<file path="config.mk">
export PLATFORM = sky130hd
export DESIGN_NAME = gfs_supervisor
export DESIGN_NICKNAME = d
export VERILOG_FILES = /design/src/gfs_pkg.sv /design/src/gfs_supervisor.sv
export SDC_FILE = /design/constraint.sdc
export NUM_CORES = 1
export LEC_CHECK = 0
export BUFFER_PORTS_ARGS = -buffer_cell sky130_fd_sc_hd__clkbuf_2
export CAP_MARGIN = 15
export CORE_MARGIN = 3
export CORE_UTILIZATION = 45
export CTS_CLUSTER_SIZE = 8
export DETAILED_ROUTE_END_ITERATION = 8
export GPL_TIMING_DRIVEN = 0
export PLACE_DENSITY_LB_ADDON = 0.25
export SLEW_MARGIN = 20
export SYNTH_ARGS = -nofsm -noshare
export SYNTH_HDL_FRONTEND = slang
export SYNTH_SLANG_ARGS = --single-unit
</file>
<file path="constraint.sdc">
create_clock -name clk -period 1.9 [get_ports clk]
set_input_delay 0.19 -clock clk [delete_from_list [all_inputs] [get_ports clk]]
set_output_delay 0.19 -clock clk [all_outputs]
set_load 0.01 [all_outputs]
</file>
<file path="src/gfs_pkg.sv">
// package: register map, fields and timing for the fault supervisor
package gfs_pkg;
    // register indices on the plain register port
    localparam logic [3:0] ADDR_CTRL     = 4'h0; // amp enable, gain, offset
    localparam logic [3:0] ADDR_CFG      = 4'h1; // thresholds and responses
    localparam logic [3:0] ADDR_SD_CUR   = 4'h2; // shutdown current
    localparam logic [3:0] ADDR_CMD      = 4'h3; // fault clear command
    localparam logic [3:0] ADDR_STATUS   = 4'h4; // latched faults
    localparam logic [3:0] ADDR_RAW      = 4'h5; // latched faults, bits 9:8
    localparam logic [3:0] ADDR_GATE     = 4'h6; // gate state
    // control register fields
    localparam int CTRL_AMP_EN    = 0;
    localparam int CTRL_GAIN_LSB  = 1;
    localparam int CTRL_OFFS      = 5;
    // config register fields
    localparam int CFG_WARN_LVL_LSB = 0;
    localparam int CFG_OV_LVL_LSB   = 2;
    localparam int CFG_GS_UV_RESP   = 4;
    localparam int CFG_BOOT_UV_RESP = 5;
    localparam int CFG_BOOT_UV_LAT  = 6;
    localparam int CFG_WARN_RESP    = 7;
    localparam int CMD_CLEAR        = 0;
    // reset values
    localparam logic [7:0] CTRL_RST   = 8'h00;
    localparam logic [7:0] CFG_RST    = 8'h70;
    localparam logic [7:0] SD_CUR_RST = 8'h08;
    localparam logic [3:0] GAIN_MAX   = 4'h8;
    localparam logic [1:0] OV_LVL_MAX = 2'h2;
    // fault vector positions
    localparam int N_MON       = 10;
    localparam int F_SUP_WARN  = 0;
    localparam int F_SUP_UV    = 1;
    localparam int F_SUP_OV    = 2;
    localparam int F_GS_UV     = 3;
    localparam int F_GS_OV     = 4;
    localparam int F_BOOT_UV   = 5;
    localparam int F_BOOT_OV   = 6;
    localparam int F_PUMP_UV   = 7;
    localparam int F_PUMP_OV   = 8;
    localparam int F_DRAIN_UV  = 9;
    // timing at 25 MHz
    localparam int CLK_NS        = 40;
    localparam int DEGLITCH_NS   = 10000;
    localparam int DEGLITCH_CYC  = DEGLITCH_NS / CLK_NS;
    localparam int SD_FIRST_NS   = 1000;
    localparam int SD_TOTAL_NS   = 4000;
    localparam int SD_FIRST_CYC  = (SD_FIRST_NS + CLK_NS - 1) / CLK_NS;
    localparam int SD_TOTAL_CYC  = (SD_TOTAL_NS + CLK_NS - 1) / CLK_NS;
    localparam int CNT_W         = 9;
    // shutdown sequence states
    typedef enum logic [1:0] {
        GFS_RUN    = 2'b00,
        GFS_INIT   = 2'b01,
        GFS_PROG   = 2'b10,
        GFS_HOLD   = 2'b11
    } gfs_sd_t;
    // pull-down drive levels on the sd_drive output
    localparam logic [1:0] DRV_NONE = 2'h0;
    localparam logic [1:0] DRV_INIT = 2'h1;
    localparam logic [1:0] DRV_PROG = 2'h2;
    localparam logic [1:0] DRV_SEMI = 2'h3;
endpackage

</file>
<file path="src/gfs_supervisor.sv">
// top: gate driver fault supervisor with register port
//
// The implementer's own choices: the strobed register port and the address map.
`timescale 1ns/10ps
module gfs_supervisor (
    input  wire logic                    clk,
    input  wire logic                    resetn,
    input  wire logic [3:0]              reg_addr,
    input  wire logic [7:0]              reg_wdata,
    input  wire logic                    reg_wr,
    input  wire logic                    reg_rd,
    output logic      [7:0]              reg_rdata,
    input  wire logic [gfs_pkg::N_MON-1:0] mon_raw,
    input  wire logic                    driver_disable_pin,
    input  wire logic [2:0]              high_side_pwm_input,
    input  wire logic [2:0]              low_side_pwm_input,
    output logic [2:0]                   gate_high,
    output logic [2:0]                   gate_low,
    output logic [1:0]                   sd_drive,
    output logic [3:0]                   shutdown_pulldown_current,
    output logic                         pump_enable,
    output logic                         fault_indicator_low,
    output logic                         current_sense_amp_en,
    output logic [3:0]                   current_sense_amp_gain,
    output logic                         current_sense_amp_offs_eighth,
    output logic [1:0]                   supply_warn_threshold_sel,
    output logic [1:0]                   supply_ov_threshold_sel
);
    // ----------------------------------------------------------------
    // registers
    // ----------------------------------------------------------------
    logic [7:0] ctrl_r, ctrl_nxt;
    logic [7:0] cfg_r, cfg_nxt;
    logic [7:0] sdc_r, sdc_nxt;
    logic [7:0] rdata_r, rdata_nxt;
    logic       clear_cmd;
    logic [gfs_pkg::N_MON-1:0] flt_r, flt_nxt;

    always_comb begin
        ctrl_nxt  = ctrl_r;
        cfg_nxt   = cfg_r;
        sdc_nxt   = sdc_r;
        clear_cmd = 1'b0;
        if (reg_wr) begin
            unique case (reg_addr)
                gfs_pkg::ADDR_CTRL: begin
                    ctrl_nxt = reg_wdata;
                    // gain codes above eight saturate: only nine exist
                    if (reg_wdata[gfs_pkg::CTRL_GAIN_LSB +: 4] > gfs_pkg::GAIN_MAX) begin
                        ctrl_nxt[gfs_pkg::CTRL_GAIN_LSB +: 4] = gfs_pkg::GAIN_MAX;
                    end
                end
                gfs_pkg::ADDR_CFG: begin
                    cfg_nxt = reg_wdata;
                    // code 3 is not a level, keep the highest one
                    if (reg_wdata[gfs_pkg::CFG_OV_LVL_LSB +: 2] > gfs_pkg::OV_LVL_MAX) begin
                        cfg_nxt[gfs_pkg::CFG_OV_LVL_LSB +: 2] = gfs_pkg::OV_LVL_MAX;
                    end
                end
                gfs_pkg::ADDR_SD_CUR: sdc_nxt = reg_wdata;
                gfs_pkg::ADDR_CMD:    clear_cmd = reg_wdata[gfs_pkg::CMD_CLEAR];
                default: ;
            endcase
        end
    end

    // ----------------------------------------------------------------
    // deglitch filters, one per monitor
    // ----------------------------------------------------------------
    logic [gfs_pkg::N_MON-1:0] det;
    genvar gi;
    generate
        for (gi = 0; gi < gfs_pkg::N_MON; gi = gi + 1) begin : g_dg
            logic [gfs_pkg::CNT_W-1:0] cnt_r, cnt_nxt;
            logic                      hit_r, hit_nxt;
            always_comb begin
                cnt_nxt = '0;
                hit_nxt = 1'b0;
                if (mon_raw[gi]) begin
                    if (cnt_r == gfs_pkg::CNT_W'(gfs_pkg::DEGLITCH_CYC)) begin
                        cnt_nxt = cnt_r;
                        hit_nxt = 1'b1;
                    end else begin
                        cnt_nxt = cnt_r + 1'b1;
                    end
                end
            end
            always_ff @(posedge clk or negedge resetn) begin
                if (!resetn) begin
                    cnt_r <= '0;
                    hit_r <= 1'b0;
                end else begin
                    cnt_r <= cnt_nxt;
                    hit_r <= hit_nxt;
                end
            end
            assign det[gi] = hit_r;
        end
    endgenerate

    // ----------------------------------------------------------------
    // fault latches
    // ----------------------------------------------------------------
    logic boot_latch;
    always_comb begin
        boot_latch = cfg_r[gfs_pkg::CFG_BOOT_UV_LAT];
        // detection wins over a clear in the same cycle
        flt_nxt = clear_cmd ? det : (flt_r | det);
        // boot uv tracks the live level when latching is off
        if (!boot_latch) begin
            flt_nxt[gfs_pkg::F_BOOT_UV] = det[gfs_pkg::F_BOOT_UV];
        end
        flt_nxt[gfs_pkg::F_SUP_WARN] = clear_cmd ? det[gfs_pkg::F_SUP_WARN]
                                     : (flt_r[gfs_pkg::F_SUP_WARN] | det[gfs_pkg::F_SUP_WARN]);
    end

    // fault terms: hard faults stop driver and pump, boot uv blocks the high side, warning drives the pin
    logic gs_uv_act, boot_uv_act, hard_flt, warn_pin, any_sd;
    always_comb begin
        gs_uv_act   = flt_r[gfs_pkg::F_GS_UV] & cfg_r[gfs_pkg::CFG_GS_UV_RESP];
        boot_uv_act = flt_r[gfs_pkg::F_BOOT_UV] & cfg_r[gfs_pkg::CFG_BOOT_UV_RESP];
        hard_flt    = flt_r[gfs_pkg::F_SUP_UV] | flt_r[gfs_pkg::F_SUP_OV] | gs_uv_act
                    | flt_r[gfs_pkg::F_GS_OV] | flt_r[gfs_pkg::F_BOOT_OV] | flt_r[gfs_pkg::F_PUMP_UV]
                    | flt_r[gfs_pkg::F_PUMP_OV] | flt_r[gfs_pkg::F_DRAIN_UV];
        // warning reaches the pin only when its response bit is set
        warn_pin    = flt_r[gfs_pkg::F_SUP_WARN] & cfg_r[gfs_pkg::CFG_WARN_RESP];
        any_sd      = hard_flt | driver_disable_pin;
    end

    // ----------------------------------------------------------------
    // shutdown sequence
    // ----------------------------------------------------------------
    gfs_pkg::gfs_sd_t          sd_r, sd_nxt;
    logic [gfs_pkg::CNT_W-1:0] sdt_r, sdt_nxt;
    logic [1:0]                drv_nxt;
    always_comb begin
        sd_nxt  = sd_r;
        sdt_nxt = sdt_r;
        unique case (sd_r)
            gfs_pkg::GFS_RUN: begin
                sdt_nxt = '0;
                if (any_sd) begin
                    sd_nxt = gfs_pkg::GFS_INIT;
                end
            end
            gfs_pkg::GFS_INIT: begin
                sdt_nxt = sdt_r + 1'b1;
                if (sdt_r == gfs_pkg::CNT_W'(gfs_pkg::SD_FIRST_CYC - 1)) begin
                    sd_nxt = gfs_pkg::GFS_PROG;
                end
            end
            gfs_pkg::GFS_PROG: begin
                sdt_nxt = sdt_r + 1'b1;
                if (sdt_r == gfs_pkg::CNT_W'(gfs_pkg::SD_TOTAL_CYC - 1)) begin
                    sd_nxt = gfs_pkg::GFS_HOLD;
                end
            end
            gfs_pkg::GFS_HOLD: begin
                // stays parked until every cause is gone
                if (!any_sd) begin
                    sd_nxt = gfs_pkg::GFS_RUN;
                end
            end
        endcase
        unique case (sd_nxt)
            gfs_pkg::GFS_RUN:  drv_nxt = gfs_pkg::DRV_NONE;
            gfs_pkg::GFS_INIT: drv_nxt = gfs_pkg::DRV_INIT;
            gfs_pkg::GFS_PROG: drv_nxt = gfs_pkg::DRV_PROG;
            gfs_pkg::GFS_HOLD: drv_nxt = gfs_pkg::DRV_SEMI;
        endcase
    end

    // ----------------------------------------------------------------
    // gate outputs
    // ----------------------------------------------------------------
    logic [2:0] gh_nxt, gl_nxt;
    always_comb begin
        // pwm stays blocked until the sequence is back in run: never drive
        // a gate on against a pull-down that is still applied
        if (any_sd || sd_nxt != gfs_pkg::GFS_RUN) begin
            // disable pin is combined ahead of the pwm path
            gh_nxt = 3'h0;
            gl_nxt = 3'h0;
        end else begin
            gh_nxt = boot_uv_act ? 3'h0 : high_side_pwm_input;
            gl_nxt = low_side_pwm_input;
        end
    end

    // ----------------------------------------------------------------
    // read data
    // ----------------------------------------------------------------
    always_comb begin
        rdata_nxt = 8'h00;
        if (reg_rd) begin
            unique case (reg_addr)
                gfs_pkg::ADDR_CTRL:   rdata_nxt = ctrl_r;
                gfs_pkg::ADDR_CFG:    rdata_nxt = cfg_r;
                gfs_pkg::ADDR_SD_CUR: rdata_nxt = sdc_r;
                gfs_pkg::ADDR_STATUS: rdata_nxt = flt_r[7:0];
                gfs_pkg::ADDR_RAW:    rdata_nxt = {6'h00, flt_r[gfs_pkg::N_MON-1:8]};
                gfs_pkg::ADDR_GATE:   rdata_nxt = {4'h0, any_sd, hard_flt, sd_r};
                default:              rdata_nxt = 8'h00;
            endcase
        end
    end

    // ----------------------------------------------------------------
    // output next values
    // ----------------------------------------------------------------
    logic       pump_nxt, pin_low_nxt;
    logic       amp_en_nxt, offs_nxt;
    logic [3:0] gain_nxt, sdcur_nxt;
    logic [1:0] warn_sel_nxt, ov_sel_nxt;

    always_comb begin
        // boot uv leaves the pump running, only hard faults stop it
        pump_nxt    = ~hard_flt;
        pin_low_nxt = ~(hard_flt | boot_uv_act | warn_pin);
    end

    always_comb begin
        amp_en_nxt   = ctrl_r[gfs_pkg::CTRL_AMP_EN];
        gain_nxt     = ctrl_r[gfs_pkg::CTRL_GAIN_LSB +: 4];
        offs_nxt     = ctrl_r[gfs_pkg::CTRL_OFFS];
        sdcur_nxt    = sdc_r[3:0];
        warn_sel_nxt = cfg_r[gfs_pkg::CFG_WARN_LVL_LSB +: 2];
        ov_sel_nxt   = cfg_r[gfs_pkg::CFG_OV_LVL_LSB +: 2];
    end

    // ----------------------------------------------------------------
    // register file
    // ----------------------------------------------------------------
    always_ff @(posedge clk or negedge resetn) begin
        if (!resetn) begin
            ctrl_r <= gfs_pkg::CTRL_RST;
            cfg_r  <= gfs_pkg::CFG_RST;
            sdc_r  <= gfs_pkg::SD_CUR_RST;
        end else begin
            ctrl_r <= ctrl_nxt;
            cfg_r  <= cfg_nxt;
            sdc_r  <= sdc_nxt;
        end
    end

    // ----------------------------------------------------------------
    // fault and sequence state
    // ----------------------------------------------------------------
    always_ff @(posedge clk or negedge resetn) begin
        if (!resetn) begin
            flt_r <= '0;
        end else begin
            flt_r <= flt_nxt;
        end
    end

    always_ff @(posedge clk or negedge resetn) begin
        if (!resetn) begin
            sd_r  <= gfs_pkg::GFS_RUN;
            sdt_r <= '0;
        end else begin
            sd_r  <= sd_nxt;
            sdt_r <= sdt_nxt;
        end
    end

    // ----------------------------------------------------------------
    // pin outputs, all straight from flops
    // ----------------------------------------------------------------
    always_ff @(posedge clk or negedge resetn) begin
        if (!resetn) begin
            gate_high <= 3'h0;
            gate_low  <= 3'h0;
        end else begin
            gate_high <= gh_nxt;
            gate_low  <= gl_nxt;
        end
    end

    // drive level is decoded from the next state, so it moves with it
    always_ff @(posedge clk or negedge resetn) begin
        if (!resetn) begin
            sd_drive <= gfs_pkg::DRV_NONE;
        end else begin
            sd_drive <= drv_nxt;
        end
    end

    always_ff @(posedge clk or negedge resetn) begin
        if (!resetn) begin
            pump_enable <= 1'b0;
        end else begin
            pump_enable <= pump_nxt;
        end
    end

    // pin idles high, so reset leaves it released
    always_ff @(posedge clk or negedge resetn) begin
        if (!resetn) begin
            fault_indicator_low <= 1'b1;
        end else begin
            fault_indicator_low <= pin_low_nxt;
        end
    end

    always_ff @(posedge clk or negedge resetn) begin
        if (!resetn) begin
            current_sense_amp_en          <= 1'b0;
            current_sense_amp_gain        <= 4'h0;
            current_sense_amp_offs_eighth <= 1'b0;
        end else begin
            current_sense_amp_en          <= amp_en_nxt;
            current_sense_amp_gain        <= gain_nxt;
            current_sense_amp_offs_eighth <= offs_nxt;
        end
    end

    always_ff @(posedge clk or negedge resetn) begin
        if (!resetn) begin
            shutdown_pulldown_current <= 4'h0;
        end else begin
            shutdown_pulldown_current <= sdcur_nxt;
        end
    end

    // threshold codes only steer the analog comparators
    always_ff @(posedge clk or negedge resetn) begin
        if (!resetn) begin
            supply_warn_threshold_sel <= 2'h0;
        end else begin
            supply_warn_threshold_sel <= warn_sel_nxt;
        end
    end

    always_ff @(posedge clk or negedge resetn) begin
        if (!resetn) begin
            supply_ov_threshold_sel <= 2'h0;
        end else begin
            supply_ov_threshold_sel <= ov_sel_nxt;
        end
    end

    // ----------------------------------------------------------------
    // register read port
    // ----------------------------------------------------------------
    always_ff @(posedge clk or negedge resetn) begin
        if (!resetn) begin
            rdata_r <= 8'h00;
        end else begin
            rdata_r <= rdata_nxt;
        end
    end

    // the port is a plain wire onto the rdata flop
    assign reg_rdata = rdata_r;
endmodule // gfs_supervisor

</file>
==> results of run 1 <==
## Yosys cell counts (2+ instances only)
cell and instances:
nand4_1 14, mux2_1 2, o21a_1 10, dfrtp_1 171, nor2b_1 22, a221oi_1 3, ha_1 27, xor2_1 6
and4_1 4, nor2_1 35, mux2i_1 4, inv_1 17, a21boi_0 14, o31ai_1 2, mux2_2 20, nand2_1 63
a21oi_1 7, dfstp_2 5, a22oi_1 5, and2_1 55, a21o_1 13, o21ai_0 38, nor3_1 4, or3_1 14
nand2b_1 10, clkbuf_1 5, nand3_1 29, nand4b_1 2, nor3b_1 19, a22o_1 6, and3_1 15, nor4_4 2
nor4_2 10, xnor2_1 52
## worst max path at each step
stage                  start               end  slack [ps]  depth (start not counted)
detailed placement   sd_r[0]      gate_high[2]        -230                          6
floorplan            sd_r[0]      gate_high[0]          40                          6
global placement      resetn  g_dg[6].cnt_r[5]       -2480                          1
global route        flt_r[2]      gate_high[2]         -20                          5
finish               sd_r[0]      gate_high[1]          70                          6
CTS                 sdt_r[0]      gate_high[2]          -4                          7
## flip-flops by register name (all words and copies together), names as in the netlist
name / flops
supply_ov_threshold_sel: 2
gate_high: 3
g_dg.hit_r: 10
fault_indicator_low: 1
g_dg.cnt_r: 90
cfg_r: 8
current_sense_amp_gain: 4
sd_r: 2
sdt_r: 9
shutdown_pulldown_current: 4
current_sense_amp_en: 1
gate_low: 3
flt_r: 10
reg_rdata: 8
supply_warn_threshold_sel: 2
sd_drive: 1
pump_enable: 1
sdc_r: 8
current_sense_amp_offs_eighth: 1
ctrl_r: 8
## metal layers
metal	global-route usage, %	vias to the layer above	part of all wire, %
met5	0	-	0.078
met4	4.44	2	1.1
met3	5.26	20	5.3
met2	28.8	97	48
met1	22.7	2766	45
li1	-	2721	-
## final cells by class
class / instances / area, um2
Clock inverter: 14 / 179
Buffer: 8 / 35.0
Inverter: 17 / 63.8
Fill cell: 1481 / 7830
Timing Repair Buffer: 79 / 504
Clock buffer: 18 / 429
Sequential cell: 176 / 4410
Tap cell: 225 / 282
Multi-Input combinational cell: 522 / 3740
## repair_timing
action                     4_1_cts  5_1_grt
pin swaps                        2        7
resized for setup                8        9
setup endpoints to repair        7        8
hold buffers                     7        0
hold endpoints to repair       149        0
setup buffers                    6        2
## logic make-up after synthesis
kind of cell / Yosys count
mux: 26
xor+xnor: 58
simple gates: 307
compound gates: 104
flops: 176
fa+ha+maj: 27
buf+inv: 25
## metrics by stage
stage	hold slack (ps)	TNS, ps	instance area, um2	cells	worst slack (ps)
2_1_floorplan	-106	0	8140	723	38.5
3_3_place_gp	385	-429040	8740	1010	-2480
3_5_place_dp	88.9	-1840	8800	1012	-226
4_1_cts	4.51	-3.56	9570	1057	-3.56
5_1_grt	28.4	-21.8	9640	1059	-17.6
6_report	22.8	0	9640	1059	67.9
## power by group through the flow
stage               logic, mW  registers [mW]  clock network [mW]
CTS                      1.11            4.28                3.72
detailed placement       1.01            4.36                   0
floorplan               0.590            4.33                   0
finish                   1.20            4.28                3.61
global route             1.33            4.32                3.88
global placement        0.952            4.35                   0
## worst min-delay path: cells and delay by family
family          cells  cell delay [ps]
buf+inv             1              100
compound gates      1               60
simple gates        1               60
==> impl_metrics.csv, run 1 <==
group,metric,value,unit
drt,wl,16600,um
critical_path,criticalPathCategory,"register to register",
floorplanning,rows,48,
yosys,ys_types,52,
drt,ant_nets,0,
finish,area_delta_synth_final,18.4,%
yosys,synth_nets,783,
critical_path,slowest_stage,"or4b_1",
clock_network,clock_latency,430,ps
pwr,power_frac_clock,39.7,%
critical_path,worstReg2RegEnd,"gate_high[1]",
sta,finalSetupViolations,0,
floorplanning,die_area,19700,um2
clock_network,root_buffer,"clkbuf_16",
yosys,synth-xor-area-share,6.24,%
grt,grt_pass1_vias,5722,
pwr,p_total,9.10,mW
yosys,synthAdderAreaFrac,4.15,%
yosys,ys.flop_type,"dfrtp_1",
finish,num_antenna_cells,0,
yosys,synth_top_area_cell,"dfrtp_1",
yosys,synth-edff-count,0,
min_path,holdPathEnd,"ctrl_r[2]",
yosys,synth-compound-area-share,8.68,%
clock_network,numCtsBuffers,17,
sta,finClkSkew,8.83,ps
grt,overflow,0,
finish,nets,881,
critical_path,crit_buf_inv,1,
clock_network,htreeDepth,4,
placement,portBuffers,62,
sta,finalHoldViolCount,0,
pwr,combPwrFrac,13.2,%
yosys,yosysTopAreaCellShare,52.5,%
drt,wire_per_inst,15.7,um
critical_path,cp_top_family,"simple AND/OR/NAND/NOR gates",
pwr,leakagePower,4.36,nW
clock_network,clkSinkCount,176,
yosys,synth_top_family_by_area,"simple AND/OR/NAND/NOR gates",
floorplanning,io_pins,65,
drt,drt_iter0_drc,338,
critical_path,worst-r2r-setup-slack,70,ps
floorplanning,coreArea,17500,um2
placement,gp_congestion,0.806,
clock_network,clk_path_buf_depth,2,
pwr,seqPwrFrac,47.1,%
pwr,p_int,6.74,mW
min_path,holdPathStages,3,
critical_path,rr_startpoint,"sd_r[0]",
critical_path,critical_path.max_fanout,6,
critical_path,required,2220,ps
critical_path,cp.arrival,2150,ps
floorplanning,die_y,141,um
sta,min_period,1830,ps
sta,maxSlewViolCount,0,
run_status,status,"completed",
drt,via_per_inst,5.29,
finish,layout_common_cells,"dfrtp_1 (169), nand2_1 (63), clkbuf_2 (61), and2_1 (55), xnor2_1 (52)",
finish,drive_gt1_share,18.8,%
yosys,synth_area_per_cell,11.3,um2
yosys,synthCells,723,
yosys,async_flop_share,100,%
critical_path,startpoint_type,"register",
min_path,hold_start,"reg_wdata[2]",
drt,first_pass_iters,6,
grt,grt_max_degree,80,
pwr,max-vdd-ir-drop,0.603,mV
drt,route.vias.total,5606,
yosys,syn_area,8140,um2
placement,post-dp-hpwl,11400,um
grt,grt_pass1_wl,27900,um
grt,antenna_found_initial,1,
sta,post-route-period-util,96.4,%
clock_network,cts_tree,"done",
min_path,hold_path_class,"input pin to register",
flow_run,drv_cap,0,
sta,max_slew_margin,50.1,%
yosys,seq_area_frac_synth,54.2,%
yosys,synth-simple-area-share,22.0,%
yosys,synth.area.top_cells,"dfrtp_1 (53%), xnor2_1 (5.6%), and2_1 (4.2%)",
pwr,p_sw,2.36,mW
clock_network,path_clk_slew,70,ps
drt,drc,0,
yosys,ys_ff_latch,176,
critical_path,cp_cell_sequence,"inv_2 > ha_4 > or4b_1 > o22ai_2 > a221oi_4 > and4_1",
critical_path,critical_path.max_stage_delay,450,ps
sta,fmax,546,MHz
pwr,p_sw_share,26.0,%
critical_path,end_kind,"register",
finish,layout_commonest_cell,"dfrtp_1",
pwr,power_density,944,nW/um2
sta,worstMarginPinSlew,742,ps
grt,grt_usage,17.5,%
finish,utilization,55.2,%
critical_path,reg2reg_depth,6,
floorplanning,fp.dieW,141,um
floorplanning,start_util,46.6,%
yosys,synth_warnings,0,
yosys,synthMuxAreaShare,3.53,%
(Power assumes the default switching activity.)
==> run 2, diff against run 1 <==
- RECOVER_POWER: default -> 50
- clock period: 1.9 -> 2 ns (I/O delays scaled with it)
==> run 2 against run 1 <==
  * Die area unchanged
  * Final cell count down 0.76%
  * Sequential share of layout area up 0.55 points
  * Total power down 5.9%
  * Clock skew down 1.3 ps
  * Fmax down 5.8%
  * Critical path depth down 1
  * Combinational power down 12%
  * Critical endpoint is now gate_high[2]
==> impl_metrics.csv, run 2 (same netlist as run 1, synthesis figures left out) <==
group,metric,value,unit
sta,fmax,514,MHz
drt,wl,16300,um
placement,portBuffers,62,
finish,largest_register_ffs,90,
floorplanning,start_util,46.6,%
placement,gp_congestion,0.806,
pwr,p_sw,2.21,mW
clock_network,numCtsBuffers,17,
critical_path,required,2370,ps
sta,min_period,1940,ps
finish,nFillCells,1496,
clock_network,cts_tree,"done",
finish,reg_top3,"g_dg.cnt_r (90), flt_r (10), g_dg.hit_r (10)",
finish,layout_common_cells,"dfrtp_1 (169), nand2_1 (63), clkbuf_2 (61), and2_1 (53), xnor2_1 (52)",
placement,pre_cts_slack,-126,ps
sta,post-route-period-util,97.2,%
sta,finalHoldViolCount,0,
floorplanning,io_pins,65,
pwr,seqPwrFrac,47.5,%
sta,finClkSkew,7.55,ps
critical_path,end_kind,"register",
floorplanning,die_y,141,um
finish,area_delta_synth_final,17.0,%
finish,drive_gt1_share,17.9,%
sta,rsz0062_at_grt,"yes",
grt,overflow,0,
pwr,combPwrFrac,12.4,%
finish,num_antenna_cells,0,
critical_path,cp-startpoint,"flt_r[1]",
min_path,hold_path_class,"input pin to register",
finish,layout.cells.non_filler,1051,
critical_path,criticalPathCategory,"register to register",
grt,grt_pass1_vias,5663,
clock_network,clk_path_buf_depth,2,
placement,placed_cells,1012,
pwr,p_sw_share,25.9,%
floorplanning,die_area,19700,um2
floorplanning,coreArea,17500,um2
finish,layout_commonest_cell,"dfrtp_1",
drt,ant_nets,0,
clock_network,htreeDepth,4,
placement,post-dp-hpwl,11400,um
floorplanning,fp.dieW,141,um
flow_run,drv_cap,0,
drt,first_pass_iters,5,
pwr,power_density,898,nW/um2
sta,worstMarginPinSlew,1260,ps
pwr,max-vdd-ir-drop,0.588,mV
grt,grt_pass1_wl,27500,um
min_path,hold_start,"high_side_pwm_input[0]",
sta,worst_slack,55.8,ps
grt,grt_usage,17.2,%
clock_network,clkSinkCount,176,
drt,drt_iter0_drc,338,
grt,antenna_found_initial,1,
grt,grt_max_degree,80,
drt,drc,0,
pwr,leakagePower,4.31,nW
run_status,status,"completed",
critical_path,rr_startpoint,"flt_r[1]",
clock_network,path_clk_slew,70,ps
pwr,power_frac_clock,40.1,%
critical_path,startpoint_type,"register",
drt,route.vias.total,5568,
sta,finalSetupViolations,0,
finish,regMostFlops,"g_dg.cnt_r",
drt,wire_per_inst,15.5,um
sta,maxSlewViolCount,0,
finish,nets,873,
pwr,p_int,6.35,mW
critical_path,critical_path.max_fanout,6,
critical_path,cp.arrival,2310,ps
floorplanning,rows,48,
sta,max_slew_margin,15.7,%
clock_network,root_buffer,"clkbuf_16",
clock_network,clock_latency,430,ps
drt,via_per_inst,5.30,
## run 2: changes by cell type in the layout (fill, tap and decap cells not counted), moves of 2 or more
cell,before,now
and2_1,55,53
ha_4,2,0
dlygate4sd3_1,7,5
and2_0,0,2
buf_4,9,3
## run 2: through the flow
stage	cell area [um2]	hold WS (ps)	util [%]	setup TNS, ps	power, mW
final	9530	21.9	54.5	0	8.56
after global placement	8740	385	50.0	-412290	5.03
after global routing	9530	3.11	54.5	-77.5	8.97
after floorplan	8140	-95.6	-	0	4.67
after CTS	9480	0.963	54.3	0	8.63
after detailed placement	8800	98.9	50.4	-787	5.10
## run 2: final timing paths
kind,end,slack (ps),cells past startpoint
max,gate_high[2],60,5
min,gate_high[0],20,2
max reg2reg,gate_high[2],60,5
min reg2reg,current_sense_amp_offs_eighth,400,0
max in group asynchronous,sdc_r[3],320,3
min in group asynchronous,sdt_r[0],660,2
## run 2: area by class of cell
type / instances / area, um2 / share of cell area, %
buffer: 8 / 35.0 / 0.368
timing repair buffer: 71 / 438 / 4.60
tap: 225 / 282 / 2.95
clock buffer: 18 / 429 / 4.50
clock inverter: 14 / 179 / 1.88
multi-input combinational: 522 / 3690 / 38.7
sequential: 176 / 4410 / 46.3
inverter: 17 / 63.8 / 0.670
## run 2: worst max-delay path, cell delays in order (launching register included)
cell and delay (ps):
dfrtp_1 420, nor4_4 380, nand3_4 210, a2111oi_4 420, o21bai_2 230, and4_1 230
## run 2: power by group through the flow
stage	logic [mW]	clock network [mW]	registers (mW)
floorplan	0.561	0	4.11
global placement	0.904	0	4.13
detailed placement	0.957	0	4.14
CTS	1.03	3.54	4.07
global route	1.18	3.69	4.10
finish	1.06	3.43	4.06
## run 2: routing by layer
metal | track usage [%] | share of wire, % | vias to the layer above
met5 | 0 | 0.080 | -
met4 | 4.44 | 1.1 | 2
met3 | 4.98 | 5.0 | 17
met2 | 28.3 | 48 | 84
met1 | 22.5 | 45 | 2761
li1 | - | - | 2704
## run 2: repair_timing
action,4_1_cts,5_1_grt
pin swaps,0,1
gates resized for setup,3,7
endpoints found under the setup margin,6,7
buffers inserted,2,0
endpoints found under the hold margin,88,0
hold buffers,5,0
==> run 3, diff against run 2 <==
- ABC_AREA: default -> 1
==> run 3 against run 2 <==
  * Worst hold slack improved by 1.3 ps
  * Routed wire length decreased by 8.7%
  * Synthesized cell count increased by 21%
  * First-iteration DRC count decreased by 21%
  * Clock skew decreased by 0.93 ps
  * Largest cell class unchanged
==> impl_metrics.csv, run 3 <==
group,metric,value,unit
finish,regMostFlops,"g_dg.cnt_r",
critical_path,rr_startpoint,"sd_r[0]",
grt,busiest_layer,"met2",
yosys,synth.area.top_cells,"dfrtp_1 (53%), nand2_1 (6.9%), inv_1 (6.6%)",
yosys,ys.flop_type,"dfrtp_1",
yosys,synth.most_common_cell,"dfrtp_1",
placement,placed_cells,1164,
yosys,synth_warnings,0,
clock_network,numCtsBuffers,17,
sta,finalHoldViolCount,0,
run_status,status,"completed",
placement,place_area,8670,um2
finish,layout_commonest_cell,"dfrtp_1",
grt,grt_pass1_vias,5570,
pwr,power_frac_clock,41.8,%
placement,portBuffers,64,
sta,finalSetupViolations,0,
pwr,p_sw,1.96,mW
drt,first_pass_iters,4,
finish,utilization,53.3,%
clock_network,cts_tree,"done",
grt,grt_util_met2,25.0,%
floorplanning,die_y,139,um
sta,hold_ws,23.3,ps
finish,nets,1024,
placement,pre_cts_slack,221,ps
drt,drt_iter0_drc,266,
yosys,synthCells,873,
grt,overflow,0,
drt,ant_nets,0,
clock_network,clock_latency,430,ps
sta,maxSlewViolCount,0,
finish,layout_common_cells,"dfrtp_1 (171), nand2_1 (149), inv_1 (144), nor2_1 (82), o21ai_0 (75)",
yosys,syn_area,8010,um2
sta,fmax,559,MHz
yosys,synth_top_area_cell,"dfrtp_1",
finish,num_antenna_cells,0,
critical_path,cp.arrival,2130,ps
yosys,synth_area_per_cell,9.17,um2
grt,grt_pass1_wl,26300,um
drt,wire_per_inst,12.4,um
clock_network,path_clk_slew,70,ps
yosys,synth_common_cells,"dfrtp_1 (171), nand2_1 (147), inv_1 (141), nor2_1 (78), o21ai_0 (65)",
clock_network,root_buffer,"clkbuf_16",
finish,area_delta_synth_final,15.6,%
critical_path,criticalPathCategory,"register to register",
grt,grt.met1_usage,23.1,%
finish,fin_area,9250,um2
pwr,leakagePower,4.56,nW
min_path,holdPathStages,3,
sta,worst_slack,212,ps
drt,wl,14900,um
critical_path,cp_cell_sequence,"inv_1 > ha_1 > or2_2 > a21oi_2 > a21oi_4 > nor3_2",
drt,drc,0,
pwr,power_density,877,nW/um2
placement,gp_congestion,0.798,
critical_path,worstReg2RegEnd,"gate_high[1]",
critical_path,critical_path.max_stage_delay,470,ps
sta,finClkSkew,6.62,ps
yosys,yosysTopAreaCellShare,53.5,%
critical_path,required,2340,ps
clock_network,clkSinkCount,176,
floorplanning,rows,48,
min_path,hold_start,"reg_wdata[4]",
flow_run,drv_cap,0,
pwr,p_total,8.12,mW
sta,max_slew_margin,5.39,%
yosys,ys_ff_latch,176,
finish,reg_top3,"g_dg.cnt_r (90), flt_r (10), g_dg.hit_r (10)",
grt,grt_usage,16.4,%
yosys,synth-edff-count,0,
critical_path,startpoint_type,"register",
sta,min_period,1790,ps
sta,tns,0,ps
yosys,async_flop_share,100,%
grt,use_met3,4.40,%
pwr,p_int,6.15,mW
min_path,holdPathEnd,"cfg_r[4]",
finish,largest_register_ffs,90,
finish,layout.cells.non_filler,1202,
clock_network,htreeDepth,4,
pwr,seqPwrFrac,50.0,%
min_path,hold_path_class,"input pin to register",
pwr,max-vdd-ir-drop,0.654,mV
critical_path,slowest_stage,"dfrtp_1",
critical_path,crit_buf_inv,1,
floorplanning,start_util,46.1,%
drt,route.vias.total,5820,
floorplanning,fp.dieW,139,um
critical_path,end_kind,"register",
critical_path,critical_path.max_fanout,7,
floorplanning,coreArea,17400,um2
critical_path,cp_top_family,"simple AND/OR/NAND/NOR gates",
grt,antenna_found_initial,0,
pwr,p_sw_share,24.2,%
clock_network,cts_resized,0,
yosys,synth_nets,933,
placement,post-dp-hpwl,10800,um
floorplanning,die_area,19400,um2
critical_path,worst-r2r-setup-slack,210,ps
critical_path,reg2reg_depth,6,
drt,via_per_inst,4.84,
yosys,seq_area_frac_synth,55.1,%
clock_network,clk_path_buf_depth,2,
floorplanning,io_pins,65,
grt,grt_max_degree,74,
sta,rsz0062_at_grt,"no",
yosys,ys_types,42,
sta,post-route-period-util,89.4,%
sta,worstMarginPinSlew,1420,ps
pwr,combPwrFrac,8.2,%
finish,drive_gt1_share,13.6,%
## run 3: changes by cell type after synthesis, moves of 15 or more
cell     delta
inv_1     +124
nand2_1    +84
and2_1     -55
a21oi_1    +45
xnor2_1    -44
nor2_1     +43
o21ai_0    +27
nor2b_1    -22
nor3_1     +22
mux2_2     -20
nor3b_1    -19
o21ai_2    +15
## run 3: cell type report
cell class                 count  area (um2)
buffer                         3        15.0
clock buffer                  20         457
clock inverter                12         156
fill                        1600        8100
inverter                     144         541
multi-input combinational    550        2970
sequential                   176        4410
tap                          225         282
timing repair buffer          72         427
## run 3: kinds of logic (layout without fill, tap and decap cells)
| logic type | Yosys count | after routing | share of synthesized area [%] |
|---|---|---|---|
| AOI/OAI and AO/OA | 180 | 180 | 13.4 |
| xor gates and xnor gates | 12 | 12 | 1.31 |
| adders and majority gates | 27 | 27 | 4.22 |
| buffers and inverters | 147 | 251 | 7.13 |
| DFF | 176 | 176 | 55.1 |
| and+or+nand+nor | 331 | 331 | 18.9 |
## run 3: per-layer routing
metal,vias to the layer above,routed length [um]
met5,-,0
met4,0,180
met3,11,622
met2,92,6650
met1,2692,7410
li1,3025,-
## run 3: worst register-to-register path: stages (launching register included)
cell and delay, ps:
dfrtp_1 470, inv_1 140, ha_1 270, or2_2 300
a21oi_2 200, a21oi_4 140, nor3_2 190
## run 3: worst max path at each step
stage	end	start	slack [ps]	depth (start not counted)
finish	gate_high[1]	sd_r[0]	210	6
global route	fault_indicator_low	resetn	20	3
CTS	gate_high[1]	sd_r[0]	200	6
detailed placement	gate_high[1]	sd_r[0]	220	6
global placement	g_dg[5].cnt_r[5]	resetn	-2510	1
floorplan	gate_high[0]	sd_r[0]	460	6
## run 3: what timing repair did
action / 4_1_cts / 5_1_grt
setup buffers: 0 / 0
hold buffers: 6 / 0
hold endpoints to repair: 55 / 0
## run 3: power groups by stage
stage                     registers, mW  clock network [mW]  logic (mW)
after floorplan                    4.11                   0       0.377
after global placement             4.12                   0       0.673
after detailed placement           4.12                   0       0.702
after CTS                          4.06                3.50       0.713
after global routing               4.10                3.65       0.782
final                              4.06                3.39       0.667
